$ cat config.mk
export PLATFORM = sky130hd
export DESIGN_NAME = rtm_timer_top
export DESIGN_NICKNAME = d
export VERILOG_FILES = /design/src/common/rtm_pkg.sv /design/src/rtl/rtm_edge_detect.sv /design/src/rtl/rtm_prescaler.sv /design/src/rtl/rtm_timer_top.sv
export VERILOG_INCLUDE_DIRS = /design/src /design/src/common
export SDC_FILE = /design/constraint.sdc
export NUM_CORES = 1
export LEC_CHECK = 0
export ABC_CLOCK_PERIOD_IN_PS = 3500
export BUFFER_PORTS_ARGS = -buffer_cell sky130_fd_sc_hd__buf_2
export CAP_MARGIN = 15
export CORE_MARGIN = 2
export CORE_UTILIZATION = 55
export CTS_CLUSTER_SIZE = 28
export DETAILED_ROUTE_END_ITERATION = 6
export PLACE_DENSITY = 0.92
export REMOVE_ABC_BUFFERS = 1
export SYNTH_ARGS = -nofsm -noshare
export SYNTH_HDL_FRONTEND = slang
export SYNTH_SLANG_ARGS = --single-unit
$ cat constraint.sdc
create_clock -name i_core_clk -period 3.5 [get_ports i_core_clk]
set_input_delay 0.175 -clock i_core_clk [delete_from_list [all_inputs] [get_ports i_core_clk]]
set_output_delay 0.175 -clock i_core_clk [all_outputs]
set_load 0.02 [all_outputs]
$ cat src/common/rtm_map.svh
/*
 * Constants of the reloadable timer: widths, counts, reset values.
 * Assumes inclusion by bare name from the package and the timer files.
 */
`ifndef RTM_MAP_SVH
`define RTM_MAP_SVH

// Counter geometry
`define RTM_CNT_W 16
`define RTM_NUM_TIMERS 4
`define RTM_MAX_TIMERS 4

// Prescaler: divide by 2**exp, exp 0..7 gives 1..128
`define RTM_PSC_EXP_W 3
`define RTM_PSC_CNT_W 7

// Count values
`define RTM_RESTART_CNT 16'h0001
`define RTM_CNT_ONE 16'h0001
`define RTM_CNT_RST 16'h0000

// Reset levels
`define RTM_BIT_RST 1'b0
`define RTM_PSC_RST 7'h00

`endif

$ cat src/common/rtm_pkg.sv
/*
 * Types shared by the reloadable timer design.
 * Assumes rtm_map.svh is on the include path.
 */
`default_nettype none

package rtm_pkg;
`include "rtm_map.svh"

   // Counting source and end-of-period behaviour
   typedef enum logic [1:0] {
      RTM_MODE_ONESHOT,
      RTM_MODE_CONT,
      RTM_MODE_COUNT
   } rtm_mode_t;

   // Static setup, held by software while the timer runs
   typedef struct packed {
      rtm_mode_t mode;
      logic [`RTM_PSC_EXP_W-1:0] psc_exp;
      logic output_polarity_select;
      logic out_en;
      logic [`RTM_CNT_W-1:0] reload;
   } rtm_cfg_t;

   // One-cycle software commands
   typedef struct packed {
      logic en_set;
      logic en_clr;
      logic cnt_load;
      logic [`RTM_CNT_W-1:0] cnt_value;
   } rtm_cmd_t;

   // Readable state
   typedef struct packed {
      logic [`RTM_CNT_W-1:0] count;
      logic enabled;
   } rtm_sts_t;

endpackage

`default_nettype wire

$ cat src/rtl/rtm_edge_detect.sv
/*
 * Synchroniser and selectable edge detector for the timer input pin.
 * Assumes the pin toggles at no more than a quarter of the clock rate.
 */
`timescale 1ns/1ps
`default_nettype none
`include "rtm_map.svh"

module rtm_edge_detect (
   // Clock and reset
   input wire logic i_core_clk,
   input wire logic i_rst_b,
   // Pin and edge choice
   input wire logic i_pin,
   input wire logic i_rise_sel,
   // Edge pulse
   output logic o_edge
);
   import rtm_pkg::*;

   logic meta_reg;
   logic sync_reg;
   logic prev_reg;

   // First stage feeds only the second stage
   always_ff @(posedge i_core_clk or negedge i_rst_b) begin
      if (!i_rst_b) begin
         meta_reg <= `RTM_BIT_RST;
         sync_reg <= `RTM_BIT_RST;
         prev_reg <= `RTM_BIT_RST;
      end else begin
         meta_reg <= i_pin;
         sync_reg <= meta_reg;
         prev_reg <= sync_reg;
      end
   end

   // Present against previous sample
   assign o_edge = i_rise_sel ? (sync_reg && !prev_reg) : (!sync_reg && prev_reg);

endmodule // rtm_edge_detect

`default_nettype wire

$ cat src/rtl/rtm_prescaler.sv
/*
 * Power-of-two prescaler: one tick every 2**exp clocks while running.
 * Assumes exp is held stable while the timer runs.
 */
`timescale 1ns/1ps
`default_nettype none
`include "rtm_map.svh"

module rtm_prescaler #(
   parameter int PSC_W = `RTM_PSC_CNT_W
) (
   // Clock and reset
   input wire logic i_core_clk,
   input wire logic i_rst_b,
   // Control
   input wire logic i_run,
   input wire logic [`RTM_PSC_EXP_W-1:0] i_exp,
   // Tick
   output logic o_tick
);
   import rtm_pkg::*;

   initial begin
      if (PSC_W != `RTM_PSC_CNT_W) $error("prescaler width must match exponent range");
   end

   logic [PSC_W-1:0] div_reg;
   logic [PSC_W-1:0] div_next;
   logic [PSC_W-1:0] mask;

   // Low exp bits all ones marks the end of each division period
   assign mask = PSC_W'((1 << i_exp) - 1);
   assign div_next = i_run ? PSC_W'(div_reg + 1'b1) : `RTM_PSC_RST;
   assign o_tick = i_run && ((div_reg & mask) == mask);

   always_ff @(posedge i_core_clk or negedge i_rst_b) begin
      if (!i_rst_b) begin
         div_reg <= `RTM_PSC_RST;
      end else begin
         div_reg <= div_next;
      end
   end

endmodule // rtm_prescaler

`default_nettype wire

$ cat src/rtl/rtm_timer_top.sv
/*
 * Bank of reloadable 16-bit up-counting timers with prescaler,
 * single-shot, continuous and external-edge counting modes.
 * Assumes software drives the setup ports as plain levels and the
 * command ports as one-cycle pulses, all synchronous to i_core_clk.
 */
`timescale 1ns/1ps
`default_nettype none
`include "rtm_map.svh"

module rtm_timer_top #(
   parameter int NUM_TIMERS = `RTM_NUM_TIMERS,
   parameter int CNT_W = `RTM_CNT_W
) (
   // Clock and reset
   input wire logic i_core_clk,
   input wire logic i_rst_b,
   // Software setup and commands, one entry per timer
   input wire rtm_pkg::rtm_cfg_t [NUM_TIMERS-1:0] i_cfg,
   input wire rtm_pkg::rtm_cmd_t [NUM_TIMERS-1:0] i_cmd,
   // Software-visible state
   output rtm_pkg::rtm_sts_t [NUM_TIMERS-1:0] o_sts,
   output logic [NUM_TIMERS-1:0] o_irq,
   // Timer pins
   input wire logic [NUM_TIMERS-1:0] i_tin,
   output logic [NUM_TIMERS-1:0] o_tout,
   output logic [NUM_TIMERS-1:0] o_tout_oe
);
   import rtm_pkg::*;

   // The counter logic is written for exactly the documented width
   initial begin
      if (NUM_TIMERS < 1 || NUM_TIMERS > `RTM_MAX_TIMERS) begin
         $error("timer count out of range");
      end
      if (CNT_W != `RTM_CNT_W) begin
         $error("counter width must be 16");
      end
   end

   // Clock-driven modes share the prescaler as their source
   function automatic logic uses_clock(input rtm_mode_t mode);
      uses_clock = (mode == RTM_MODE_ONESHOT) || (mode == RTM_MODE_CONT);
   endfunction

   // Modes that keep running after a reload
   function automatic logic is_repeating(input rtm_mode_t mode);
      is_repeating = (mode == RTM_MODE_CONT) || (mode == RTM_MODE_COUNT);
   endfunction

   genvar g;
   generate
      for (g = 0; g < NUM_TIMERS; g++) begin : g_timer

         // Setup fields
         rtm_mode_t mode;
         logic pol;
         logic [CNT_W-1:0] reload;

         // Advance sources
         logic psc_tick;
         logic pin_edge;
         logic psc_run;
         logic advance;

         // Count path
         logic [CNT_W-1:0] cnt_reg;
         logic [CNT_W-1:0] cnt_next;
         logic [CNT_W-1:0] cnt_inc;
         logic [CNT_W-1:0] terminal;
         logic hit;

         // Enable, interrupt, output
         logic en_reg;
         logic en_next;
         logic irq_reg;
         logic irq_next;
         logic tout_reg;
         logic tout_next;
         logic level_hold;
         logic level_toggled;
         logic level_shot;

         assign mode = i_cfg[g].mode;
         assign pol = i_cfg[g].output_polarity_select;
         assign reload = i_cfg[g].reload;

         // Prescaler halts while disabled so each start begins a whole period
         assign psc_run = en_reg && uses_clock(mode);

         rtm_prescaler #(
            .PSC_W(`RTM_PSC_CNT_W)
         ) u_psc (
            .i_core_clk(i_core_clk),
            .i_rst_b(i_rst_b),
            .i_run(psc_run),
            .i_exp(i_cfg[g].psc_exp),
            .o_tick(psc_tick)
         );

         // Edge choice shares the polarity bit
         rtm_edge_detect u_edge (
            .i_core_clk(i_core_clk),
            .i_rst_b(i_rst_b),
            .i_pin(i_tin[g]),
            .i_rise_sel(pol),
            .o_edge(pin_edge)
         );

         // Pin edges count only in counting mode, unscaled
         assign advance = en_reg && (uses_clock(mode) ? psc_tick :
                          ((mode == RTM_MODE_COUNT) && pin_edge));

         // Natural 16-bit wrap from FFFFH to 0000H
         assign cnt_inc = CNT_W'(cnt_reg + `RTM_CNT_ONE);

         // One past the reload value; 0000H reload gives 0001H, a full lap
         assign terminal = CNT_W'(reload + `RTM_CNT_ONE);

         // Compared after the increment
         assign hit = advance && (cnt_inc == terminal);

         // Software load wins over counting; a reload always restarts at 0001H
         always_comb begin
            cnt_next = cnt_reg;
            if (i_cmd[g].cnt_load) begin
               cnt_next = i_cmd[g].cnt_value;
            end else if (hit) begin
               cnt_next = `RTM_RESTART_CNT;
            end else if (advance) begin
               cnt_next = cnt_inc;
            end
         end

         // Set beats the single-shot self clear in the same cycle
         always_comb begin
            en_next = en_reg;
            if (i_cmd[g].en_set) begin
               en_next = 1'b1;
            end else if (i_cmd[g].en_clr) begin
               en_next = 1'b0;
            end else if (hit && !is_repeating(mode)) begin
               en_next = 1'b0;
            end
         end

         // One pulse per reload
         assign irq_next = hit;

         // Output level candidates
         assign level_hold = pol;
         assign level_toggled = hit ? !tout_reg : tout_reg;
         assign level_shot = hit ? !pol : pol;

         // Disabled timers park the pin at the programmed start level
         always_comb begin
            tout_next = tout_reg;
            case (mode)
               RTM_MODE_ONESHOT: begin
                  tout_next = level_shot;
               end
               RTM_MODE_CONT: begin
                  tout_next = en_reg ? level_toggled : level_hold;
               end
               RTM_MODE_COUNT: begin
                  tout_next = en_reg ? level_toggled : level_hold;
               end
               default: begin
                  tout_next = level_hold;
               end
            endcase
         end

         always_ff @(posedge i_core_clk or negedge i_rst_b) begin
            if (!i_rst_b) begin
               cnt_reg <= `RTM_CNT_RST;
               en_reg <= `RTM_BIT_RST;
               irq_reg <= `RTM_BIT_RST;
               tout_reg <= `RTM_BIT_RST;
            end else begin
               cnt_reg <= cnt_next;
               en_reg <= en_next;
               irq_reg <= irq_next;
               tout_reg <= tout_next;
            end
         end

         // Single-shot level simply follows polarity, so a later flip lasts
         assign o_tout[g] = tout_reg;
         assign o_tout_oe[g] = i_cfg[g].out_en;
         assign o_irq[g] = irq_reg;
         assign o_sts[g].count = cnt_reg;
         assign o_sts[g].enabled = en_reg;

      end
   endgenerate

endmodule // rtm_timer_top

`default_nettype wire

## Word-level counts from Yosys, hierarchy flattened

Cells that the tools add are included.

- Equal/unequal tests: 20
- Add/sub/neg operators: 16
- Mux-type cells: 52
- Shift-type cells: 4
- Reduce and logical (&&, ||, !) cells: 76
- Bitwise logic cells: 4

Operators by type and width:

| cell | number |
|---|---|
| 16-bit two-way mux | 12 |
| 16-bit by 1-bit adder with 16-bit output (second input constant) | 8 |
| 16-bit == test | 4 |
| 1-bit logical AND | 32 |
| 1-bit two-way mux | 32 |
| 7-bit by 1-bit adder with 7-bit output (second input constant) | 4 |
| 7-bit AND | 4 |
| 7-bit == test | 4 |
| 7-bit two-way mux | 4 |
| 1-bit by 3-bit left shift with 7-bit output (first input constant) | 4 |
| 7-bit by 2-bit subtractor with 7-bit output (second input constant) | 4 |
| 3-bit nonzero test | 8 |
| 1-bit zero test | 20 |
| 3-bit inequality test (second input constant) | 4 |
| 2-bit by 1-bit == test with 1-bit output (second input constant) | 4 |
| 2-bit == test (second input constant) | 4 |
| 2-bit zero test | 4 |
| 1-bit logical OR | 8 |
| 1-bit case mux with 2 select lines | 4 |
| 2-bit OR reduction | 4 |

- Input port bits: 174
- Logic and storage cells: 204
- Output and inout bits: 80
- Register bits after elaboration: 116

## Depth between registers and ports, before layout

Gate-level depths: netlist of the first run.

- Depth after elaboration: 12
- Gate-level depth with buffers: 10
- Mapped depth without buffers: 10

## Modules after synthesis

From an unflattened synthesis of the first run, not the netlist that was laid out.

- Cell total of the unflattened synthesis: 1193
- Area, all modules: 9909.5 µm²

By module, submodules not included:

| module | times used | cells each | sequential area each (µm²) | area each (µm²) |
|---|---|---|---|---|
| rtm_timer_top | 1 | 1025 | 1901.8 | 8087.8 |
| rtm_prescaler | 4 | 36 | 175.2 | 357.8 |
| rtm_edge_detect | 4 | 6 | 75.1 | 97.6 |

## Worst setup path before layout of the first run

No wires, ideal clock.

- Path kind: reg2reg
- Start point: register g_timer[2].cnt_reg[5]
- End point: register g_timer[2].tout_reg
- Slack: 0.669 ns
- Arrival: 2.766 ns
- Cell stages (with the launch flop): 10
- Period minus slack after synthesis: 2.831 ns
- Path through: dfrtp_1 > clkbuf_2 > nand4_1 > nor4_1 > xnor2_1 > xnor3_1 > nor4_1 > nand4_1 > a22oi_1 > o21a_1

- Word-level cells in the longest chain between the ends: 5
- Elaborated cells between the ends (all ways): 6

RTL lines:

| what | line | RTL |
|---|---|---|
| from (decl) | rtm_timer_top.sv:67 | `logic [CNT_W-1:0] cnt_reg;` |
| from (signal assigned) | rtm_timer_top.sv:176 | `` cnt_reg <= `RTM_CNT_RST; `` |
| from (signal assigned) | rtm_timer_top.sv:181 | `cnt_reg <= cnt_next;` |
| 16-bit by 1-bit adder with 16-bit output (no line) * | -- |  |
| 16-bit == test * | rtm_timer_top.sv:121 | `assign hit = advance && (cnt_inc == terminal);` |
| 1-bit logical AND * | rtm_timer_top.sv:121 |  |
| 1-bit two-way mux | rtm_timer_top.sv:153 | `assign level_shot = hit ? !pol : pol;` |
| 1-bit case mux with 2 select lines | rtm_timer_top.sv:158 | `case (mode)` |
| to (signal assigned) | rtm_timer_top.sv:179 | `` tout_reg <= `RTM_BIT_RST; `` |
| to (signal assigned) | rtm_timer_top.sv:184 | `tout_reg <= tout_next;` |
| to (decl) | rtm_timer_top.sv:78 | `logic tout_reg;` |

Every way passes the cells marked *; elsewhere a longest branch is shown, timed or not.
A chain may end at the register's enable or synchronous reset.

## Final worst setup path of the first run

- Start point: register g_timer[0].cnt_reg[5]
- End point: register g_timer[0].en_reg

- Word-level cells in the longest chain between the ends: 5

RTL lines:

| what | line | RTL |
|---|---|---|
| from (decl) | rtm_timer_top.sv:67 |  |
| from (signal assigned) | rtm_timer_top.sv:176 |  |
| from (signal assigned) | rtm_timer_top.sv:181 |  |
| 16-bit by 1-bit adder with 16-bit output (no line) | -- |  |
| 16-bit == test | rtm_timer_top.sv:121 |  |
| 1-bit logical AND | rtm_timer_top.sv:121 |  |
| 1-bit logical AND | rtm_timer_top.sv:142 | `end else if (hit && !is_repeating(mode)) begin` |
| 3-bit nonzero test (no line) | -- |  |
| to (signal assigned) | rtm_timer_top.sv:177 | `` en_reg <= `RTM_BIT_RST; `` |
| to (signal assigned) | rtm_timer_top.sv:182 | `en_reg <= en_next;` |
| to (decl) | rtm_timer_top.sv:74 | `logic en_reg;` |

No other way between the ends.

==> results of run 1 <==
-- worst max-delay path, cell delays in order (launching register included) --
cell and delay (ns):
dfrtp_1 0.50, nand4_1 0.34, nor3_4 0.37, a31oi_1 0.22
or4_4 0.59, a21oi_2 0.22, nand4_4 0.21, o21ai_0 0.21
nand2b_1 0.07, dlygate4sd3_1 0.55
-- power breakdown --
group          total, uW  leakage, uW  switching [uW]  internal, uW
clock network       1790     0.000286             673          1110
registers           1670      0.00141             216          1460
logic               1430      0.00365             815           617
total               4890      0.00534            1700          3190
-- logic make-up after synthesis --
group | after synthesis
AOI/OAI and AO/OA | 196
xor gates and xnor gates | 176
adders and majority gates | 28
buffers and inverters | 132
DFF | 116
muxes | 2
and+or+nand+nor | 551
-- path summary, 6_finish.rpt --
path                                                 start                     endpoint  slack [ns]
worst min register to register  g_timer[1].u_edge.meta_reg   g_timer[1].u_edge.sync_reg        0.35
worst max register to register       g_timer[0].cnt_reg[5]            g_timer[0].en_reg        0.10
min in group asynchronous                          i_rst_b        g_timer[1].cnt_reg[8]        0.36
worst min-delay path                             i_cmd[42]        g_timer[2].cnt_reg[4]        0.02
worst max-delay path                 g_timer[0].cnt_reg[5]            g_timer[0].en_reg        0.10
max in group asynchronous                          i_rst_b  g_timer[2].u_psc.div_reg[4]        2.33
-- Yosys cell counts, types with 7 or more instances --
cell	instances	area (um^2)
dfrtp_1	116	2900
nor3_1	48	240
clkbuf_1	43	161
nor3b_1	12	90.1
and4_1	10	87.6
nor2b_1	18	113
buf_4	16	120
nand2b_1	10	62.6
o21ai_0	49	245
a21oi_1	52	260
ha_1	28	350
nand2_1	80	300
nand3_1	95	475
nor4_1	40	250
xor2_1	53	464
nand3b_1	16	120
nand4_1	35	219
nor2_1	101	379
a221oi_1	14	123
xnor2_1	116	1020
a2111oi_0	10	87.6
or3_1	13	81.3
a31oi_1	7	43.8
and3_1	21	131
nor4b_1	17	149
and3b_1	7	61.3
o21ai_1	7	35.0
inv_1	65	244
-- stage by stage --
| step | hold slack (ns) | worst slack, ns | utilization | total power [uW] |
|---|---|---|---|---|
| after floorplan | -0.121 | 0.281 | - | 2500 |
| after global placement | 0.267 | 0.526 | 0.641 | 2950 |
| after detailed placement | 0.277 | 0.323 | 0.641 | 3000 |
| after CTS | 0.00223 | 0.0325 | 0.708 | 4850 |
| after global routing | 0.00988 | -0.000982 | 0.713 | 5120 |
| final | 0.0186 | 0.103 | 0.713 | 4890 |
-- layer usage --
metal  part of all wire  up-vias  GRT usage
met5                  0        -          0
met3              0.095      125     0.0725
li1                   -     4889          -
met1               0.38     5056      0.375
met2               0.49      667      0.533
met4              0.035        0      0.152
-- cell type report --
class	instances	area, um^2	share of cell area
timing repair buffer	326	1990	0.161
clock inverter	13	160	0.0129
multi-input combinational	953	6360	0.514
inverter	65	244	0.0197
antenna	2	5.00	0.000404
tap	225	282	0.0227
clock buffer	18	429	0.0347
sequential	116	2900	0.235
-- what timing repair did --
item                                    in CTS  in global routing
setup buffers                                0                  8
resized for setup                            0                  6
endpoints found under the hold margin      107                  0
endpoints found under the setup margin       0                  2
hold buffers                                58                  0
==> flow_summary.toml, run 1 <==
[critical_path]
worst_r2r_path_depth = 9
cp_data_arrival_time_ns = 3.70
critical_path_required_ns = 3.81
critical_path.max_fanout = 10
critical_path_class = "reg -> reg"
crit_path_end_kind = "flop"
cp-start-kind = "flop"

[cells_and_area]
nets = 1681
largest_reg_flops = 64
layout_common_cells = "buf_2, xnor2_1, dfrtp_1, nor2_1, nand3_1"
final_cells = 1718
fillers = 1232
stdcell_area_mm2 = 0.0124
layout_commonest_cell = "buf_2"
synthToLayoutAreaGrowth_pct = 26.4
drive_gt1_frac = 0.215

[global_route]
grt_pass1_vias = 10100
grt-ovfl-total = 0
antenna_found_initial = 0
grt_pass1_wl_um = 47800
grt_use_total = 0.314
grt_max_degree = 65

[placement]
routabilityCongestion = 0.928
hpwl_um = 20000
port_buffers = 245
placed_area_mm2 = 0.0111
placed_cells = 1619

[floorplan]
die_w_um = 137
die_area_mm2 = 0.0189
initial_core_util = 0.565
core.rowCount = 48
core_area_mm2 = 0.0174
io_pins = 254
fp.dieH_um = 137

[routing]
finalWirelength_um = 30900
vias = 10700
wl_per_cell_um = 18.0
drc = 0
drtIter0Drc = 1043
ant_nets = 0
first_pass_iters = 5
vias_per_cell = 6.25

[timing]
min_period_ns = 3.40
slew_headroom = 0.413
finClkSkew_ns = 0.0157
fin_crit_sh = 0.971
slew_viol_final = 0
hold_viol = 0
tns_ns = 0
fmax_mhz = 294
tightest_slew_ns = 0.880
setup_viol = 0

[logic_synthesis]
yosys.area_share.simple = 0.311
syn_inst = 1201
ys_ff_latch = 116
synth_warnings = 0
synth_enable_flop_cells = 0
yosysUniqueCellTypes = 71
muxShareOfSynthArea = 0.00204
ys_seq_area_frac = 0.296
synth_xor_area_frac = 0.167
synth_compound_area_frac = 0.129
synth_top_family_by_area = "simple AND/OR/NAND/NOR gates"
synthArstFlopShare = 1.00
netlist_area_mm2 = 0.00980
yosys.area_share.adder = 0.0358
yosys_most_used_dff = "dfrtp_1"
avgSynthCellArea_um2 = 8.16

[power_and_ir_drop]
p_per_area_mw_per_mm2 = 395
p_leak_uw = 0.00534
vdd_drop_max_mv = 0.355

[cts]
clockBufferDepth = 2
htree_levels = 4
clk_pin_slew_ns = 0.06
cts.sinks = 116
cts_tree = "built"
cts-buffers-inserted = 17
clk-insertion-delay-late_ns = 0.43
clock-root-buffer = "clkbuf_16"

[worst_hold_path]
min_path_cells = 3
hold_class = "in -> reg"

[flow_run]
maxCapViolations = 0

[outcome]
status = "finished clean"
Note: power is estimated with default switching activity, not from simulation.
==> inputs of run 2 (changes only) <==
Settings changed: CORE_UTILIZATION 55 to 56, CTS_BUF_LIST set to sky130_fd_sc_hd__clkbuf_2 sky130_fd_sc_hd__clkbuf_4 sky130_fd_sc_hd__clkbuf_8, PLACE_DENSITY 0.92 to 0.93.
==> run 2 against run 1 <==
  * Non-clock buffer count is 13 higher
  * Die area is 1.7% lower
  * Cell area is 0.12% lower
  * Cell count is 0.76% higher
  * Sequential power hardly changed
  * Utilization is 0.66 points higher
  * Register-to-register slack better by 0.05 ns
  * Wire length is 1.4% lower
  * Clock-buffer cell count is 3 higher
  * Clock power is 23% lower
  * Critical path type unchanged
  * Largest cell class unchanged
  * Largest power group is now registers
  * Highest routed layer unchanged
==> flow_summary.toml, run 2 (same netlist as run 1, synthesis figures left out) <==
[routing]
drt-met1-wl_um = 11500
route.met2.wl_um = 15000
first_pass_iters = 6
top_layer = "met4"
vias = 10800
ant_nets = 0
vias_per_cell = 6.23
finalWirelength_um = 30500
wl_per_cell_um = 17.6
drtIter0Drc = 1081
drc = 0
wl_met3_um = 2830

[critical_path]
critical_path_required_ns = 3.83
cp-start-kind = "flop"
critical_path.max_fanout = 7
crit_end = "g_timer[1].en_reg"
r2r_slack_ns = 0.15
slowest_stage = "dlygate4sd3_1"
rr_startpoint = "g_timer[1].cnt_reg[0]"
cp_num_buf_inv = 1
crit_chain = "ha_1 > nand4_1 > nor4_2 > xnor2_1 > xnor2_1 > nor4_2 > nand4_1 > o21ai_0 > nand2b_1 > dlygate4sd3_1"
cp_top_family = "simple AND/OR/NAND/NOR gates"
timing.rr.end = "g_timer[1].en_reg"
critical_path_depth = 10
worst_r2r_path_depth = 10
cp_data_arrival_time_ns = 3.68
critical_path_class = "reg -> reg"
crit_path_end_kind = "flop"
worst_path_largest_cell_delay_ns = 0.56
crit_start = "g_timer[1].cnt_reg[0]"

[cts]
clk-insertion-delay-late_ns = 0.44
htree_levels = 4
clock-root-buffer = "clkbuf_8"
clk_pin_slew_ns = 0.08
cts.sinks = 116
clockBufferDepth = 2
cts-buffers-inserted = 17
cts_tree = "built"

[timing]
slew_headroom = 0.417
worst_hold_slack_ns = 0.0374
setup_viol = 0
slew_viol_final = 0
fin_crit_sh = 0.956
hold_viol = 0
finClkSkew_ns = 0.0183
post-route-worst-setup-slack_ns = 0.154
tightest_slew_ns = 0.875
min_period_ns = 3.35
fmax_mhz = 299
grt_setup_unrepaired = "yes"

[placement]
placed_cells = 1617
routabilityCongestion = 0.946
port_buffers = 245
pre_cts_slack_ns = 0.267
hpwl_um = 19700

[floorplan]
die_w_um = 136
initial_core_util = 0.570
core_area_mm2 = 0.0172
core.rowCount = 48
fp.dieH_um = 136
die_area_mm2 = 0.0186
io_pins = 254

[cells_and_area]
largest_reg_flops = 64
final_cells = 1731
multi_input_area_mm2 = 0.00637
drive_gt1_frac = 0.215
nets = 1694
layout_commonest_cell = "buf_2"
post-route-util = 0.720
layout_common_cells = "buf_2, xnor2_1, dfrtp_1, nor2_1, nand3_1"
register_area_mm2 = 0.00291
synthToLayoutAreaGrowth_pct = 26.2
fillers = 1183

[global_route]
grt_pass1_vias = 10200
grt_max_degree = 70
antenna_found_initial = 0
grt_pass1_wl_um = 47200
grt-ovfl-total = 0
grt_use_total = 0.311

[outcome]
status = "finished clean"

[power_and_ir_drop]
p_leak_uw = 0.00531
vdd_drop_max_mv = 0.274
p_per_area_mw_per_mm2 = 362

[worst_hold_path]
hold_class = "in -> reg"

[flow_run]
maxCapViolations = 0
-- run 2: changes by cell type in the layout (fill, tap and decap cells not counted), sizes merged --
cell and delta:
dlygate4sd3 +15, clkinvlp +2, diode -1, clkinv -3, clkbuf +3, inv -1, buf -2
-- run 2: metrics by stage --
| step | cell area, um^2 | total power [uW] | setup TNS (ns) |
|---|---|---|---|
| 2_1_floorplan | 9470 | 2500 | 0 |
| 3_3_place_gp | 11100 | 2950 | 0 |
| 3_5_place_dp | 11100 | 3000 | 0 |
| 4_1_cts | 12300 | 4430 | 0 |
| 5_1_grt | 12400 | 4700 | -0.102 |
| 6_report | 12400 | 4480 | 0 |
-- run 2: worst reg2reg max path, delay by kind of cell, from the launching register on --
family / cells / cell delay [ns]
buffers and inverters: 1 / 0.56
AO/OA/AOI/OAI: 1 / 0.21
XOR/XNOR: 2 / 0.32
AND/OR/NAND/NOR: 5 / 1.39
flip-flops: 1 / 0.46
adder cells (fa/ha/maj): 1 / 0.29
-- run 2: final cells by class --
type                       count  area share
antenna                        1    0.000202
clock buffer                  21      0.0229
clock inverter                11      0.0122
inverter                      65      0.0197
multi-input combinational    953       0.515
sequential                   116       0.235
tap                          225      0.0228
timing repair buffer         339       0.172
-- run 2: worst min path at each step --
stage                   start                    end  slack (ns)  cells past startpoint
detailed placement    i_rst_b  g_timer[1].cnt_reg[8]        0.23                      1
global route        i_cmd[61]  g_timer[3].cnt_reg[4]        0.01                      2
finish              i_cmd[61]  g_timer[3].cnt_reg[4]        0.04                      2
global placement      i_rst_b  g_timer[1].cnt_reg[7]        0.23                      1
CTS                 i_cmd[40]  g_timer[2].cnt_reg[2]        0.01                      3
floorplan             i_rst_b  g_timer[0].cnt_reg[0]       -0.12                      0
-- run 2: report_power, final --
part / total [uW] / leakage (uW) / internal (uW) / switching (uW)
registers: 1670 / 0.00141 / 1460 / 216
clock network: 1370 / 0.000208 / 771 / 595
logic: 1440 / 0.00370 / 628 / 813
total: 4480 / 0.00531 / 2850 / 1620
-- run 2: what timing repair did --
item,CTS,global route
resized for setup,0,9
buffers inserted,0,8
endpoints found under the setup margin,0,8
hold buffers,73,0
hold endpoints to repair,115,0
-- run 2: metal layers --
layer	up-vias	global-route usage
met2	734	0.527
li1	4911	-
met3	144	0.0694
met4	0	0.152
met5	-	0
met1	4988	0.374
==> inputs of run 3 (changes only) <==
Settings changed: CELL_PAD_IN_SITES_DETAIL_PLACEMENT set to 1, CELL_PAD_IN_SITES_GLOBAL_PLACEMENT set to 1, CORE_UTILIZATION 56 to 41, REMOVE_ABC_BUFFERS 1 to not set.
==> run 3 against run 2 <==
  * The run now ends with negative setup slack left
  * Worst setup slack worse by 0.15 ns
  * Worst hold slack worse by 0.0082 ns
  * Sequential cell count unchanged
  * Global-route usage down 1.4 points
  * Largest power group unchanged
  * Highest routed layer unchanged
==> flow_summary.toml, run 3 (same netlist as run 1, synthesis figures left out) <==
[power_and_ir_drop]
p_per_area_mw_per_mm2 = 365
vdd_drop_max_mv = 0.223
p_leak_uw = 0.00528

[cts]
clockBufferDepth = 2
clock-root-buffer = "clkbuf_8"
clk-insertion-delay-late_ns = 0.45
clk_pin_slew_ns = 0.10
cts-buffers-inserted = 17
cts_tree = "built"
htree_levels = 4
cts.sinks = 116

[global_route]
grt_max_degree = 60
grt_pass1_vias = 11300
grt_pass1_wl_um = 59300
antenna_found_initial = 1
grt-ovfl-total = 0
grt_use_total = 0.297

[cells_and_area]
synthToLayoutAreaGrowth_pct = 26.2
stdcell_area_mm2 = 0.0124
layout_commonest_cell = "buf_2"
largest_reg_flops = 64
nets = 1687
post-route-util = 0.527
fillers = 2866
drive_gt1_frac = 0.213
layout_common_cells = "buf_2, xnor2_1, dfrtp_1, nor2_1, nand3_1"

[timing]
finClkSkew_ns = 0.0302
min_period_ns = 3.50
tightest_slew_ns = 0.962
worst_hold_slack_ns = 0.0292
setup_viol = 1
fin_crit_sh = 1.00
post-route-worst-setup-slack_ns = -0.00106
fmax_mhz = 286
hold_viol = 0
slew_headroom = 0.359
slew_viol_final = 0

[floorplan]
die_area_mm2 = 0.0252
core.rowCount = 56
core_area_mm2 = 0.0235
io_pins = 254
die_w_um = 159
initial_core_util = 0.417
fp.dieH_um = 159

[critical_path]
critical_path_class = "reg -> reg"
cp_data_arrival_time_ns = 3.78
cp-start-kind = "flop"
r2r_slack_ns = -0.001
critical_path_required_ns = 3.78
critical_path.max_fanout = 11
crit_path_end_kind = "flop"

[flow_run]
maxCapViolations = 0

[routing]
finalWirelength_um = 40900
vias = 11300
vias_per_cell = 6.20
top_layer = "met4"
wl_per_cell_um = 22.5
drtIter0Drc = 1033
ant_nets = 0
drt-met1-wl_um = 15400
wl_met3_um = 3320
drc = 0
route.met2.wl_um = 20000
first_pass_iters = 5

[placement]
placed_area_mm2 = 0.0112
port_buffers = 245
hpwl_um = 24800
routabilityCongestion = 0.892

[outcome]
violations = "negative setup slack"
status = "finished with violations"

[logic_synthesis]
synth_fp_nets = 1403

[worst_hold_path]
hold_class = "in -> reg"
run 3: cell count changes in the layout (fill, tap and decap cells not counted), moves of 2 or more:
cell	change
clkbuf_8	-3
a221oi_1	-2
a221oi_2	+2
buf_4	-2
dfrtp_2	-3
clkinv_2	+5
clkinv_4	-2
dfrtp_1	+3
dlygate4sd3_1	-5
run 3: per-stage QoR:
step	power, uW	TNS [ns]	std cells	worst slack, ns
finish	4520	-0.00106	1818	-0.00106
floorplan	2570	0	1201	0.669
global route	4710	-0.258	1818	-0.0481
CTS	4390	0	1811	0.251
detailed placement	3060	0	1712	0.273
global placement	2980	0	1712	0.473
run 3: layer usage:
metal | global-route usage | up-vias
li1 | - | 4886
met1 | 0.349 | 5459
met2 | 0.525 | 709
met3 | 0.0558 | 211
met4 | 0.136 | 0
met5 | 0 | -
run 3: worst max-delay path, cell delays in order, from the launching register on:
cell	delay, ns
dfrtp_1	0.54
nand4_1	0.38
or3_1	0.51
a2111oi_0	0.68
a31oi_1	0.19
a21oi_2	0.27
nand4_4	0.27
a221oi_2	0.39
a21oi_1	0.10
run 3: layout make-up:
class | instances | area (um^2) | area share
Sequential cell | 116 | 2900 | 0.235
Multi-Input combinational cell | 953 | 6370 | 0.515
Antenna cell | 1 | 2.50 | 0.000202
Clock buffer | 18 | 241 | 0.0195
Clock inverter | 14 | 138 | 0.0111
Inverter | 65 | 244 | 0.0197
Timing Repair Buffer | 332 | 2060 | 0.167
Tap cell | 319 | 399 | 0.0323
run 3: report_power, final:
group | total [uW] | switching, uW | internal (uW)
logic | 1540 | 912 | 625
registers | 1690 | 242 | 1450
clock network | 1290 | 652 | 635
total | 4520 | 1810 | 2710
run 3: path summary, 6_finish.rpt:
path / from / endpoint / cells after the start
worst max register to register: g_timer[0].cnt_reg[2] / g_timer[0].cnt_reg[9] / 8
worst min-delay path: i_cmd[22] / g_timer[1].cnt_reg[3] / 3
worst min register to register: g_timer[1].u_edge.meta_reg / g_timer[1].u_edge.sync_reg / 0
min in group asynchronous: i_rst_b / g_timer[3].irq_reg / 2
worst max-delay path: g_timer[0].cnt_reg[2] / g_timer[0].cnt_reg[9] / 8
max in group asynchronous: i_rst_b / g_timer[0].u_psc.div_reg[2] / 3
run 3: what timing repair did:
item	CTS	global route
hold buffers	67	1
setup endpoints to repair	0	20
setup buffers	0	5
resized for setup	0	7
hold endpoints to repair	121	1
